### config.mk
export PLATFORM = sky130hd
export DESIGN_NAME = apm_power_mgr
export DESIGN_NICKNAME = d
export VERILOG_FILES = /design/src/rtl/apm_power_pkg.sv /design/src/rtl/apm_power_mgr.sv
export VERILOG_INCLUDE_DIRS = /design/src /design/src/rtl
export SDC_FILE = /design/constraint.sdc
export NUM_CORES = 1
export LEC_CHECK = 0
export ABC_AREA = 1
export BUFFER_PORTS_ARGS = -buffer_cell sky130_fd_sc_hd__buf_2
export CORE_UTILIZATION = 35
export CTS_CLUSTER_SIZE = 30
export DETAILED_ROUTE_END_ITERATION = 10
export SLEW_MARGIN = 20
export SYNTH_ARGS = -nofsm -noshare
export SYNTH_HDL_FRONTEND = slang
export SYNTH_SLANG_ARGS = --single-unit
### constraint.sdc
create_clock -name sys_clk_in -period 5 [get_ports sys_clk_in]
set_clock_uncertainty 0.2 [all_clocks]
set_input_delay 1.25 -clock sys_clk_in [delete_from_list [all_inputs] [get_ports sys_clk_in]]
set_output_delay 1.25 -clock sys_clk_in [all_outputs]
set_load 0.01 [all_outputs]
### src/rtl/apm_power_map.svh
// Register offsets, field positions, reset values and timing figures of the
// activity power manager. Included by the design module.
`ifndef APM_POWER_MAP_SVH
`define APM_POWER_MAP_SVH

// Register offsets (index space)
`define APM_OFS_SYS_ACT_A 8'h62
`define APM_OFS_SYS_ACT_B 8'h63
`define APM_OFS_SYS_ACT_C 8'h64
`define APM_OFS_HK_A 8'h65
`define APM_OFS_HK_B 8'h66
`define APM_OFS_PERIPH_IDLE 8'h67
`define APM_OFS_TRAP_A 8'h69
`define APM_OFS_TRAP_B 8'h6A
`define APM_OFS_RANGE_HIGH 8'h6B
`define APM_OFS_RANGE_LOW 8'h6C
`define APM_OFS_DOZE_SEL 8'h8D

// Reset value shared by every register
`define APM_RST_REG 8'h00

// Writable bit masks; other bits read as zero
`define APM_MASK_SYS_ACT_A 8'hFE
`define APM_MASK_RANGE_BIT 8'h20
`define APM_MASK_SYS_ACT_C 8'hE0
`define APM_MASK_HK_A 8'hFC
`define APM_MASK_PERIPH 8'hFC
`define APM_MASK_DOZE_SEL 8'hE0

// Field positions
`define APM_DOZE_CODE_LSB 5
`define APM_PERIPH_LSB 2
`define APM_RANGE_MEM_BIT 0
`define APM_RANGE_WIDE_BIT 1
`define APM_RANGE_B2_BIT 2

// Timing: clock period in nanoseconds, tick and doze durations in milliseconds
`define APM_CLK_PERIOD_NS 10
`define APM_TICK_MS 1
`define APM_DOZE_CODE1_MS 50
`define APM_DOZE_CODE2_MS 100
`define APM_DOZE_CODE3_MS 500
`define APM_DOZE_CODE5_MS 4000
`define APM_DOZE_CODE6_MS 8000
`define APM_DOZE_CODE7_MS 16000

`endif

### src/rtl/apm_power_pkg.sv
// Types shared by the activity power manager and its surroundings.
// Assumes the map header sits beside it in rtl/.
package apm_power_pkg;

  // Power state of the unit
  typedef enum logic [1:0] {
    APM_ON,
    APM_DOZE,
    APM_STANDBY,
    APM_HOUSEKEEP
  } apm_state_e;

  // Activity sources as active-high levels from the decoders
  typedef struct packed {
    logic dma_request_activity;
    logic pci_master_activity;
    logic parallel_port_activity;
    logic serial_port_activity;
    logic keyboard_activity;
    logic floppy_activity;
    logic hard_disk_activity;
    logic irq15_activity;
    logic irq0_activity;
    logic nmi_activity;
  } apm_act_s;

  // One observed PCI cycle
  typedef struct packed {
    logic valid;
    logic is_mem;
    logic [31:0] addr;
  } apm_pci_s;

  // SMI control selections held elsewhere
  typedef struct packed {
    logic smi_on_doze;
    logic smi_on_hk_timeout;
    logic smi_on_hk_activity;
    logic smi_on_sys_activity;
  } apm_smi_ctl_s;

  // Whole register state of the unit
  typedef struct packed {
    logic [7:0] sys_act_a;
    logic [7:0] sys_act_b;
    logic [7:0] sys_act_c;
    logic [7:0] hk_a;
    logic [7:0] hk_b;
    logic [7:0] periph_idle_en;
    logic [7:0] trap_a;
    logic [7:0] range_high;
    logic [7:0] range_low;
    logic [7:0] doze_sel;
    logic [7:0] rdata;
    apm_act_s act_prev;
    logic range_prev;
    logic [5:0] periph_seen;
    logic [7:0] periph_idle;
    logic [31:0] prescale;
    logic [13:0] doze_count;
    logic doze_timeout;
    apm_state_e state;
    apm_state_e hk_return;
    logic smi_req;
    logic timer_reload;
    logic hk_enter;
    logic trap;
  } apm_regs_s;

endpackage

### src/rtl/apm_power_mgr.sv
// Activity monitor, doze timer and address-range comparator of the power
// management unit. Expects synchronous activity levels, one-cycle control
// pulses from the SMI and timer logic kept elsewhere, and a strobe port bus.
//
// The address-and-strobe port was chosen for this implementation.
`timescale 1ns/1ns
`include "apm_power_map.svh"

// Functional notes
// - Doze code in bits 7-5; zero or reserved 4 disables, else expiry raises SMI or dozes.
// - Codes 1,2,3,5,6,7 give 50ms,100ms,500ms,4s,8s,16s; code 4 reserved.
// - Enabled system activity restarts the doze countdown from programmed value.
// - Doze timer counts only while enabled and its timeout flag is clear.
// - System enable A: bits 7..1 DMA, PCI master, parallel, serial, kbd, floppy, disk.
// - System activity reloads timers, raises SMI, or auto-returns to power-on.
// - System enable B bit 5 enables range 0; other bits written zero.
// - System enable C: bit 7 IRQ15, bit 6 IRQ0, bit 5 NMI; reset clears.
// - House-keeping activity only in doze, standby or house-keeping; returns power for a while.
// - House-keeping A: bits 7..2 DMA, PCI master, kbd, IRQ15, IRQ0, NMI.
// - House-keeping B bit 5 enables range 0; other bits written zero.
// - Idle enable: bits 7..2 parallel, serial, kbd, floppy, disk, range 0.
// - Enabled peripheral idle for a whole peripheral period raises SMI.
// - Trap enable uses bits 7..2; access to enabled peripheral raises SMI.
// - Range high byte matches address 31-24 for memory, 15-8 for I/O.
// - Range low bits 7-3 match address 23-19 for memory, 7-3 for I/O.
// - Range low bit 0 selects memory cycles when one, I/O when zero.
// - SMI control chooses doze expiry outcome: SMI when set, auto doze when clear.
module apm_power_mgr #(
  parameter int MS_CYCLES = `APM_TICK_MS * 1000000 / `APM_CLK_PERIOD_NS
) (
  input wire logic sys_clk_in,
  input wire logic rst_n_in,
  input wire logic [7:0] reg_addr_in,
  input wire logic [7:0] reg_wdata_in,
  input wire logic reg_wr_in,
  input wire logic reg_rd_in,
  output logic [7:0] reg_rdata_out,
  input wire apm_power_pkg::apm_act_s act_in,
  input wire apm_power_pkg::apm_pci_s pci_in,
  input wire apm_power_pkg::apm_smi_ctl_s smi_ctl_in,
  input wire logic doze_flag_clear_in,
  input wire logic standby_enter_in,
  input wire logic hk_timeout_in,
  input wire logic periph_timeout_in,
  output logic smi_req_out,
  output logic doze_timeout_out,
  output logic timer_reload_out,
  output logic hk_enter_out,
  output logic trap_out,
  output logic [7:0] periph_idle_out,
  output logic [1:0] power_state_out
);

  // The prescaler must produce a tick no faster than every other cycle
  if (MS_CYCLES < 2) begin : g_bad_ms
    $error("MS_CYCLES must be at least 2");
  end

  apm_power_pkg::apm_regs_s st_ff;
  apm_power_pkg::apm_regs_s nxt_st;

  // Doze code to milliseconds; reserved and disabled codes give zero
  function automatic logic [13:0] doze_load_ms(input logic [2:0] code);
    case (code)
      3'h1: doze_load_ms = 14'(`APM_DOZE_CODE1_MS);
      3'h2: doze_load_ms = 14'(`APM_DOZE_CODE2_MS);
      3'h3: doze_load_ms = 14'(`APM_DOZE_CODE3_MS);
      3'h5: doze_load_ms = 14'(`APM_DOZE_CODE5_MS);
      3'h6: doze_load_ms = 14'(`APM_DOZE_CODE6_MS);
      3'h7: doze_load_ms = 14'(`APM_DOZE_CODE7_MS);
      default: doze_load_ms = 14'h0000;
    endcase
  endfunction

  // Range compare against one PCI cycle
  function automatic logic range_match(input logic [7:0] hi, input logic [7:0] lo,
                                       input apm_power_pkg::apm_pci_s cyc);
    logic hit;
    hit = 1'b0;
    if (lo[`APM_RANGE_MEM_BIT]) begin
      hit = cyc.is_mem && (cyc.addr[31:24] == hi)
            && (cyc.addr[23:19] == lo[7:3])
            && (cyc.addr[18] == lo[`APM_RANGE_B2_BIT])
            && (cyc.addr[17] == lo[`APM_RANGE_WIDE_BIT]);
    end else if (!cyc.is_mem && (cyc.addr[15:8] == hi)) begin
      if (!lo[`APM_RANGE_WIDE_BIT]) begin
        // 4-byte window: bits 7-2 all matter
        hit = (cyc.addr[7:3] == lo[7:3]) && (cyc.addr[2] == lo[`APM_RANGE_B2_BIT]);
      end else if (lo[`APM_RANGE_B2_BIT]) begin
        // 16-byte window ignores address bit 3
        hit = (cyc.addr[7:4] == lo[7:4]);
      end else begin
        hit = (cyc.addr[7:3] == lo[7:3]);
      end
    end
    range_match = hit;
  endfunction

  // Combinational event terms
  apm_power_pkg::apm_act_s act_pulse;
  logic range_now;
  logic range_pulse;
  logic [7:0] sys_a_hit;
  logic sys_b_hit;
  logic [2:0] sys_c_hit;
  logic sys_event;
  logic [5:0] hk_a_hit;
  logic hk_b_hit;
  logic hk_event;
  logic [5:0] periph_pulse;
  logic [5:0] trap_hit;
  logic [13:0] doze_load;
  logic doze_enabled;
  logic ms_tick;
  logic doze_expire;
  logic powered_down;
  logic [5:0] idle_now;

  // Rising edges of the activity levels become single pulses
  always_comb begin
    act_pulse = act_in & ~st_ff.act_prev;
    range_now = pci_in.valid && range_match(st_ff.range_high, st_ff.range_low, pci_in);
    range_pulse = range_now && !st_ff.range_prev;
    periph_pulse = {act_pulse.parallel_port_activity, act_pulse.serial_port_activity,
                    act_pulse.keyboard_activity, act_pulse.floppy_activity,
                    act_pulse.hard_disk_activity, range_pulse};
  end

  // Enabled system and house-keeping events
  always_comb begin
    sys_a_hit = st_ff.sys_act_a & {act_pulse.dma_request_activity,
                                   act_pulse.pci_master_activity,
                                   act_pulse.parallel_port_activity,
                                   act_pulse.serial_port_activity,
                                   act_pulse.keyboard_activity,
                                   act_pulse.floppy_activity,
                                   act_pulse.hard_disk_activity, 1'b0};
    sys_b_hit = st_ff.sys_act_b[5] && range_pulse;
    sys_c_hit = st_ff.sys_act_c[7:5] & {act_pulse.irq15_activity,
                                        act_pulse.irq0_activity, act_pulse.nmi_activity};
    sys_event = (|sys_a_hit) || sys_b_hit || (|sys_c_hit);
    hk_a_hit = st_ff.hk_a[7:2] & {act_pulse.dma_request_activity,
                                  act_pulse.pci_master_activity,
                                  act_pulse.keyboard_activity, act_pulse.irq15_activity,
                                  act_pulse.irq0_activity, act_pulse.nmi_activity};
    hk_b_hit = st_ff.hk_b[5] && range_pulse;
    powered_down = (st_ff.state == apm_power_pkg::APM_DOZE)
                   || (st_ff.state == apm_power_pkg::APM_STANDBY)
                   || (st_ff.state == apm_power_pkg::APM_HOUSEKEEP);
    // An activity counts as system or house-keeping, never both
    hk_event = ((|hk_a_hit) || hk_b_hit) && powered_down && !sys_event;
    trap_hit = st_ff.trap_a[7:2] & periph_pulse;
    idle_now = st_ff.periph_idle_en[7:2] & ~(st_ff.periph_seen | periph_pulse);
  end

  // Doze timer terms
  always_comb begin
    doze_load = doze_load_ms(st_ff.doze_sel[7:`APM_DOZE_CODE_LSB]);
    doze_enabled = (doze_load != 14'h0000);
    ms_tick = (st_ff.prescale == 32'(MS_CYCLES - 1));
    doze_expire = doze_enabled && !st_ff.doze_timeout && ms_tick
                  && (st_ff.doze_count == 14'h0001);
  end

  // Next state of the whole unit
  always_comb begin
    nxt_st = st_ff;
    nxt_st.act_prev = act_in;
    nxt_st.range_prev = range_now;
    nxt_st.smi_req = 1'b0;
    nxt_st.timer_reload = 1'b0;
    nxt_st.hk_enter = 1'b0;
    nxt_st.trap = 1'b0;
    nxt_st.rdata = 8'h00;

    // Register reads: data appears one cycle later, unmapped reads give zero
    if (reg_rd_in) begin
      case (reg_addr_in)
        `APM_OFS_SYS_ACT_A: nxt_st.rdata = st_ff.sys_act_a;
        `APM_OFS_SYS_ACT_B: nxt_st.rdata = st_ff.sys_act_b;
        `APM_OFS_SYS_ACT_C: nxt_st.rdata = st_ff.sys_act_c;
        `APM_OFS_HK_A: nxt_st.rdata = st_ff.hk_a;
        `APM_OFS_HK_B: nxt_st.rdata = st_ff.hk_b;
        `APM_OFS_PERIPH_IDLE: nxt_st.rdata = st_ff.periph_idle_en;
        `APM_OFS_TRAP_A: nxt_st.rdata = st_ff.trap_a;
        `APM_OFS_RANGE_HIGH: nxt_st.rdata = st_ff.range_high;
        `APM_OFS_RANGE_LOW: nxt_st.rdata = st_ff.range_low;
        `APM_OFS_DOZE_SEL: nxt_st.rdata = st_ff.doze_sel;
        default: nxt_st.rdata = 8'h00;
      endcase
    end

    // Register writes; reserved bits are dropped so they read as zero
    if (reg_wr_in) begin
      case (reg_addr_in)
        `APM_OFS_SYS_ACT_A: nxt_st.sys_act_a = reg_wdata_in & `APM_MASK_SYS_ACT_A;
        `APM_OFS_SYS_ACT_B: nxt_st.sys_act_b = reg_wdata_in & `APM_MASK_RANGE_BIT;
        `APM_OFS_SYS_ACT_C: nxt_st.sys_act_c = reg_wdata_in & `APM_MASK_SYS_ACT_C;
        `APM_OFS_HK_A: nxt_st.hk_a = reg_wdata_in & `APM_MASK_HK_A;
        `APM_OFS_HK_B: nxt_st.hk_b = reg_wdata_in & `APM_MASK_RANGE_BIT;
        `APM_OFS_PERIPH_IDLE: nxt_st.periph_idle_en = reg_wdata_in & `APM_MASK_PERIPH;
        `APM_OFS_TRAP_A: nxt_st.trap_a = reg_wdata_in & `APM_MASK_PERIPH;
        `APM_OFS_RANGE_HIGH: nxt_st.range_high = reg_wdata_in;
        `APM_OFS_RANGE_LOW: nxt_st.range_low = reg_wdata_in;
        `APM_OFS_DOZE_SEL: nxt_st.doze_sel = reg_wdata_in & `APM_MASK_DOZE_SEL;
        default: nxt_st.rdata = nxt_st.rdata; // Trap enable B and unmapped: no effect
      endcase
    end

    // Free-running millisecond prescaler
    nxt_st.prescale = ms_tick ? 32'h00000000 : st_ff.prescale + 32'h00000001;

    // Doze countdown: clear when disabled, hold while the flag is set
    if (!doze_enabled) begin
      nxt_st.doze_count = 14'h0000;
    end else if (sys_event || st_ff.doze_count == 14'h0000) begin
      nxt_st.doze_count = doze_load;
    end else if (!st_ff.doze_timeout && ms_tick) begin
      nxt_st.doze_count = st_ff.doze_count - 14'h0001;
    end

    // Software clear of the doze flag, beaten by a new expiry in the same cycle
    if (doze_flag_clear_in) begin
      nxt_st.doze_timeout = 1'b0;
    end
    if (doze_expire && !sys_event) begin
      nxt_st.doze_timeout = 1'b1;
      nxt_st.doze_count = doze_load;
      if (smi_ctl_in.smi_on_doze) begin
        nxt_st.smi_req = 1'b1;
      end else if (st_ff.state == apm_power_pkg::APM_ON) begin
        nxt_st.state = apm_power_pkg::APM_DOZE;
      end
    end

    // Standby entry requested by the standby timer logic
    if (standby_enter_in && (st_ff.state != apm_power_pkg::APM_HOUSEKEEP)) begin
      nxt_st.state = apm_power_pkg::APM_STANDBY;
    end

    // House-keeping timeout: SMI, or a return to the state it interrupted
    if (hk_timeout_in && (st_ff.state == apm_power_pkg::APM_HOUSEKEEP)) begin
      if (smi_ctl_in.smi_on_hk_timeout) begin
        nxt_st.smi_req = 1'b1;
      end else begin
        nxt_st.state = st_ff.hk_return;
      end
    end

    // House-keeping activity: SMI or a short return to full power
    if (hk_event) begin
      if (smi_ctl_in.smi_on_hk_activity) begin
        nxt_st.smi_req = 1'b1;
      end else begin
        nxt_st.hk_enter = 1'b1;
        nxt_st.state = apm_power_pkg::APM_HOUSEKEEP;
        if (st_ff.state != apm_power_pkg::APM_HOUSEKEEP) begin
          nxt_st.hk_return = st_ff.state;
        end
      end
    end

    // System activity: reload timers, then SMI or automatic wake-up
    if (sys_event) begin
      nxt_st.timer_reload = 1'b1;
      if (smi_ctl_in.smi_on_sys_activity) begin
        nxt_st.smi_req = 1'b1;
      end else if (powered_down) begin
        nxt_st.state = apm_power_pkg::APM_ON;
        // Wake-up clears the doze flag; an expiry cannot set it in the same cycle
        nxt_st.doze_timeout = 1'b0;
      end
    end

    // Peripheral idle tracking across one peripheral period
    nxt_st.periph_seen = st_ff.periph_seen | periph_pulse;
    if (periph_timeout_in) begin
      nxt_st.periph_idle = {idle_now, 2'b00};
      nxt_st.periph_seen = 6'h00;
      if (|idle_now) begin
        nxt_st.smi_req = 1'b1;
      end
    end

    // Access trap to a powered-down peripheral
    if (|trap_hit) begin
      nxt_st.trap = 1'b1;
      nxt_st.smi_req = 1'b1;
    end
  end

  // State register with synchronous reset
  always_ff @(posedge sys_clk_in) begin
    if (!rst_n_in) begin
      st_ff <= '{
        sys_act_a: `APM_RST_REG,
        sys_act_b: `APM_RST_REG,
        sys_act_c: `APM_RST_REG,
        hk_a: `APM_RST_REG,
        hk_b: `APM_RST_REG,
        periph_idle_en: `APM_RST_REG,
        trap_a: `APM_RST_REG,
        range_high: `APM_RST_REG,
        range_low: `APM_RST_REG,
        doze_sel: `APM_RST_REG,
        rdata: 8'h00,
        act_prev: '0,
        range_prev: 1'b0,
        periph_seen: 6'h00,
        periph_idle: 8'h00,
        prescale: 32'h00000000,
        doze_count: 14'h0000,
        doze_timeout: 1'b0,
        state: apm_power_pkg::APM_ON,
        hk_return: apm_power_pkg::APM_ON,
        smi_req: 1'b0,
        timer_reload: 1'b0,
        hk_enter: 1'b0,
        trap: 1'b0
      };
    end else begin
      st_ff <= nxt_st;
    end
  end

  // Outputs taken straight from the state register
  assign reg_rdata_out = st_ff.rdata;
  assign smi_req_out = st_ff.smi_req;
  assign doze_timeout_out = st_ff.doze_timeout;
  assign timer_reload_out = st_ff.timer_reload;
  assign hk_enter_out = st_ff.hk_enter;
  assign trap_out = st_ff.trap;
  assign periph_idle_out = st_ff.periph_idle;
  assign power_state_out = st_ff.state;

endmodule

# Word-level counts from Yosys, hierarchy flattened
# Cells that the tools add are included.
[classes]
bitwise_logic = 11
multipliers = 0
n_lt_le_gt_ge = 0
n_reduce_logical = 51
mux = 35
eq_ne = 31
div_mod_pow = 0
add_sub_neg = 2
n_shift = 0
[ops]
columns = ["op", "n"]
rows = [
  ["$pmux W14 S6", 1],
  ["$pmux W8 S10", 1],
  ["$eq A8 B7 Y1 const B", 9],
  ["$mux W14", 3],
  ["$add A32 B1 Y32 const B", 1],
  ["$eq A32 B17 Y1 const B", 1],
  ["$reduce_and A2 Y1", 11],
  ["$logic_and A1 B1 Y1", 19],
  ["$and A6 B6 Y6", 3],
  ["$reduce_or A6 Y1", 3],
  ["$mux W17", 1],
  ["$eq A8 B8 Y1", 2],
  ["$mux W1", 16],
  ["$eq A14 B1 Y1 const B", 1],
  ["$logic_not A14 Y1", 1],
  ["$mux W2", 7],
  ["$reduce_bool A14 Y1", 1],
  ["$sub A14 B1 Y14 const B", 1],
  ["$and A10 B10 Y10", 1],
  ["$eq A5 B5 Y1", 2],
  ["$not A10 Y10", 1],
  ["$eq A3 B3 Y1 const B", 3],
  ["$mux W3", 3],
  ["$and A8 B8 Y8", 1],
  ["other kinds (23)", 37],
]
[totals]
ff_bits = 135
out_inout_bits = 23
wordCells = 163
mem_count = 0
rom_bits = 0
latchBits = 0
in_bits = 72
ram_bits = 0

# Logic depth before layout (Yosys ltp)
[depth]
word_depth = 25
mapped_depth = 17

# Worst setup path after synthesis
# No wires, ideal clock.
[synth_path]
kind = "input port to flip-flop"
start = "input port act_in[8] in the netlist's numbering"
end = "register st_ff[5] in the netlist's numbering"
path_slack_ns = 2.198
n_path_buf = 0
stages = 10
setup_time_ns = 0.113
arrival_ns = 2.488
path_cell_list = "inv_1 -> nor2_1 -> nand2_1 -> o21ai_1 -> nor4_4 -> nand2_4 -> nor2_1 -> nand3_1 -> o21ai_1 -> nor2_1"
[synth_via]
elab_chain_len = 8
word_cells_on_any_way = 12
cone_classes = "3 x bitwise; 9 x reduce/logical"
[synth_lines]
columns = ["item", "line", "source"]
rows = [
  ["from (decl)", "apm_power_mgr.sv:38", "input wire apm_power_pkg::apm_act_s act_in,"],
  ["$and A10 B10 Y10 *", "apm_power_mgr.sv:121", "act_pulse = act_in & ~st_ff.act_prev;"],
  ["$and A8 B8 Y8", "apm_power_mgr.sv:131", "sys_a_hit = st_ff.sys_act_a & {act_pulse.dma_request_activity,"],
  ["$reduce_or A8 Y1", "apm_power_mgr.sv:141", "sys_event = (|sys_a_hit) || sys_b_hit || (|sys_c_hit);"],
  ["$logic_or A1 B1 Y1 (2 in a row)", "apm_power_mgr.sv:141", ""],
  ["$logic_not A1 Y1", "apm_power_mgr.sv:151", "hk_event = ((|hk_a_hit) || hk_b_hit) && powered_down && !sys_event;"],
  ["$logic_and A1 B1 Y1 *", "apm_power_mgr.sv:151", ""],
  ["$reduce_and A3 Y1 (no line) *", "n/a", ""],
  ["to (signal assigned)", "apm_power_mgr.sv:295", "st_ff <= '{"],
  ["to (signal assigned)", "apm_power_mgr.sv:322", "st_ff <= nxt_st;"],
  ["to (decl)", "apm_power_mgr.sv:59", "apm_power_pkg::apm_regs_s st_ff;"],
]
# Mark *: on every way between the ends. The rest lies on a longest branch, timed or not.
# A chain may end at the register's enable or synchronous reset.

# Final worst setup path
[layout_path]
start = "input port act_in[5] in the netlist's numbering"
end = "register st_ff[20] in the netlist's numbering"
[layout_via]
elab_chain_len = 9
word_cells_on_any_way = 12
cone_classes = "1 x eq/ne; 3 x mux; 2 x bitwise; 6 x reduce/logical"
[layout_lines]
columns = ["item", "line", "source"]
rows = [
  ["$and A10 B10 Y10 *", "apm_power_mgr.sv:121", ""],
  ["$and A8 B8 Y8 *", "apm_power_mgr.sv:131", ""],
  ["$reduce_or A8 Y1 *", "apm_power_mgr.sv:141", ""],
  ["$logic_or A1 B1 Y1 * (2 in a row)", "apm_power_mgr.sv:141", ""],
  ["$logic_or A1 B1 Y1", "apm_power_mgr.sv:216", "end else if (sys_event || st_ff.doze_count == 14'h0000) begin"],
  ["$mux W14", "apm_power_mgr.sv:216", ""],
  ["$mux W14", "apm_power_mgr.sv:214", "if (!doze_enabled) begin"],
  ["$mux W17", "apm_power_mgr.sv:226", "if (doze_expire && !sys_event) begin"],
]
# Marked as above.

==> results.rst <==
.. list-table::
   :header-rows: 1

   * - Metric
     - Value
   * - Outcome
     - finished clean
   * - Critical Path End Type
     - flip-flop
   * - Summed negative setup slack over all endpoints
     - 0 ps
   * - Remaining antenna violation count after routing
     - 0
   * - Gate count of the mapped netlist
     - 1,063
   * - DR WL/cell
     - 13.9 µm
   * - Relative max-transition margin
     - 42.8%
   * - Sink Count
     - 135
   * - CTS H-tree lvls
     - 4
   * - Critical path launch point
     - act_in[5]
   * - Number of synthesized flops with an enable pin
     - 0
   * - Capture endpoint of the worst hold path
     - st_ff[23]$_SDFF_PP0_
   * - DR pass1 iterations
     - 5
   * - CTS tree
     - done
   * - Die Footprint
     - 21,100 µm²
   * - Sequence of cells on the critical path
     - buf_2 > nand2_1 > o22ai_1 > nor4_4 > buf_4 > nand3_1 > nand2_1 > inv_1 > nor2_1 > nand2_1 > a21oi_1
   * - Mapped Avg Cell Area
     - 6.76 µm²
   * - Number of buffers between clock root and the deepest sink
     - 2
   * - Final WL
     - 19.6 mm
   * - Global-route wire length before repair
     - 32.1 mm
   * - Post-synthesis sequential area ratio
     - 37.6%
   * - Worst min-delay path class
     - reg -> reg
   * - Effective utilization at floorplan
     - 35.6%
   * - Final worst path period need
     - 3140 ps
   * - Top Family by Delay on Critical Path
     - simple AND/OR/NAND/NOR gates
   * - Number of CTS-inserted buffers
     - 17
   * - Netlist area before placement
     - 7190 µm²
   * - F_max
     - 0.318 GHz
   * - Startpoint of the lowest-slack register-to-register path
     - st_ff[23]$_SDFF_PP0_
   * - Overall global routing resource usage
     - 19.2%
   * - Final setup margin
     - 1860 ps
   * - Number of vias per cell after detailed routing
     - 4.86
   * - Worst path slowest cell
     - nor4_4
   * - Number of design-rule violations left by the first detailed-router iteration
     - 473
   * - Transition time of the tightest slew-check pin
     - 836 ps
   * - Clk pin slew, worst setup/hold paths
     - 60 ps
   * - Largest cells by area after synthesis
     - dfxtp_1, nand2_1, inv_1, a21oi_1, nor2_1
   * - Worst stage delay on the critical path
     - 640 ps
   * - Net count reported at finish
     - 1,204
   * - Hold Violations, Final
     - 0
   * - Count of unique library cells instantiated by Yosys
     - 49
   * - Number of global-route vias before repair
     - 6,363
   * - Flop and latch count out of synthesis
     - 135
   * - Number of cells upsized or downsized after cts
     - 0
   * - Number of cells in the finished layout apart from fillers
     - 1,413
   * - Most frequent cells in the layout
     - nand2_1, inv_1, dfxtp_1
   * - Max FO, Critical Path
     - 9
   * - Routed via count
     - 6,861
   * - Yosys top cell by area
     - dfxtp_1
   * - Number of synthesis warnings
     - 0
   * - Count of pins over their slew limit
     - 0
   * - Port-buffer cells
     - 89
   * - Insertion delay of the later-clocked pin in the worst-skew pair
     - 430 ps
   * - Dominant register cell in the synthesized netlist
     - dfxtp_1
   * - CTS Hold Buffers Added
     - 0
   * - Setup crit start kind
     - input port
   * - R2R depth
     - 11
   * - Number of setup violations in the final report
     - 0
   * - Final period util
     - 62.9%
   * - Maximum capacitance violations
     - 0
   * - Req. time, crit path
     - 5160 ps
   * - Site Rows
     - 52
   * - Grt total ovfl
     - 0
   * - Number of buffers added for setup after CTS
     - 0
   * - Number of cells after detailed placement
     - 1,380
   * - Horizontal die dimension
     - 145 µm
   * - Share of post-route cells with drive strength above 1
     - 14.2%
   * - Total I/O pin count
     - 95
   * - Pleak
     - 3.60 nW
   * - Placer congestion estimate
     - 0.885
   * - Maximum resistive drop on vdd
     - 0.227 mV
   * - Signal arrival time at the worst endpoint
     - 3300 ps
   * - Most common cell after layout, fill and taps aside
     - nand2_1
   * - Depth of the worst hold-timing path
     - 1
   * - Share of synthesized flip-flops with an asynchronous set or reset
     - 0%
   * - Number of buffer and inverter instances along the worst setup path
     - 3
   * - Die height
     - 145 µm
   * - Synth top area share
     - 37.6%
   * - Total power density per cell area
     - 302 nW/µm²
   * - DRC viols
     - 0
   * - Startpoint of the lowest-slack hold path
     - st_ff[23]$_SDFF_PP0_
   * - Initial antenna violation count
     - 0
   * - Core area
     - 20,200 µm²
   * - Final HPWL DP
     - 14.7 mm
   * - Worst R2R End
     - st_ff[38]$_SDFF_PP0_
   * - CTS Root Cell
     - clkbuf_16
   * - Layout area overhead
     - 16.2%
   * - Worst setup path category
     - in -> reg
   * - Post-Place Worst Slack
     - 1400 ps
   * - Pin count of the biggest net entering global routing
     - 62
   * - Unrepaired setup endpoints after global routing
     - false
   * - Flop2flop setup slack
     - 2230 ps
   * - CP most frequent cell
     - nand2_1
[area by class of cell]
| type | count | area (µm²) |
|---|---|---|
| Antenna cell | 1 | 2.50 |
| Sequential cell | 135 | 2700 |
| Inverter | 159 | 597 |
| Timing Repair Buffer | 92 | 468 |
| Fill cell | 2144 | 11800 |
| Clock inverter | 14 | 171 |
| Multi-Input combinational cell | 724 | 3630 |
| Clock buffer | 18 | 439 |
| Tap cell | 270 | 338 |
[per-layer routing]
metal  share of wire [%]  vias up  global-route usage, %
met4                 1.8        0                   6.58
met3                 6.2       26                   4.91
met1                  47     3076                   25.3
met2                  45      176                   30.4
li1                    -     3583                      -
met5                   0        -                      0
[cell families after synthesis]
group	after synthesis	share of synthesized area [%]
simple gates	489	31.5
compound gates	211	16.0
buf+inv	205	11.9
flops	135	37.6
xor+xnor	19	2.32
fa+ha+maj	3	0.522
other cells	1	0.0522
[state kept, by name, summed over array words and instances, names as in the netlist]
signal,count
st_ff,114
reg_rdata_out,8
periph_idle_out,6
power_state_out,2
doze_timeout_out,1
hk_enter_out,1
smi_req_out,1
timer_reload_out,1
trap_out,1
[worst register-to-register path: stages (launching register included)]
cell     delay (ps)
dfxtp_1         320
ha_1            210
nand2_1          80
inv_2            50
nand2_2          90
nor2_1           80
nand2_1          60
nor2_1           70
nor2_1          570
inv_1           590
a21oi_1         270
o21a_1          130
[where the power goes]
group          switching, W  internal [W]
sequential       0.00000553       0.00109
combinational     0.0000890     0.0000460
clock              0.000497      0.000799
[worst max-delay path by stage]
stage / end / slack [ps] / depth (start not counted)
global placement: st_ff[19]$_SDFFE_PN0P_ / 1440 / 11
finish: st_ff[20]$_SDFFE_PN0P_ / 1860 / 11
floorplan: st_ff[5]$_SDFFE_PN0P_ / 2200 / 10
CTS: st_ff[19]$_SDFFE_PN0P_ / 1830 / 11
global route: st_ff[20]$_SDFFE_PN0P_ / 1640 / 11
detailed placement: st_ff[19]$_SDFFE_PN0P_ / 1400 / 11
[cells in the mapped netlist (13+ instances only)]
| cell type | instances |
|---|---|
| inv_1 | 156 |
| dfxtp_1 | 135 |
| nand2_1 | 235 |
| xor2_1 | 13 |
| nor3_1 | 23 |
| o21ai_0 | 62 |
| clkbuf_1 | 19 |
| nand3_1 | 69 |
| nor2_1 | 97 |
| buf_4 | 20 |
| a21oi_1 | 98 |
| nand4_1 | 21 |
| o22ai_1 | 14 |
[metrics by stage]
step / hold WS [ps] / cell area, µm² / power, W / util (%)
CTS: 244 / 8350 / 0.00254 / 41.4
global route: 255 / 8350 / 0.00261 / 41.4
finish: 238 / 8350 / 0.00252 / 41.4
floorplan: 213 / 7190 / 0.00119 / -
global placement: 226 / 7740 / 0.00125 / 38.4
detailed placement: 235 / 7740 / 0.00125 / 38.4
Power figures use the tool's default switching activity.
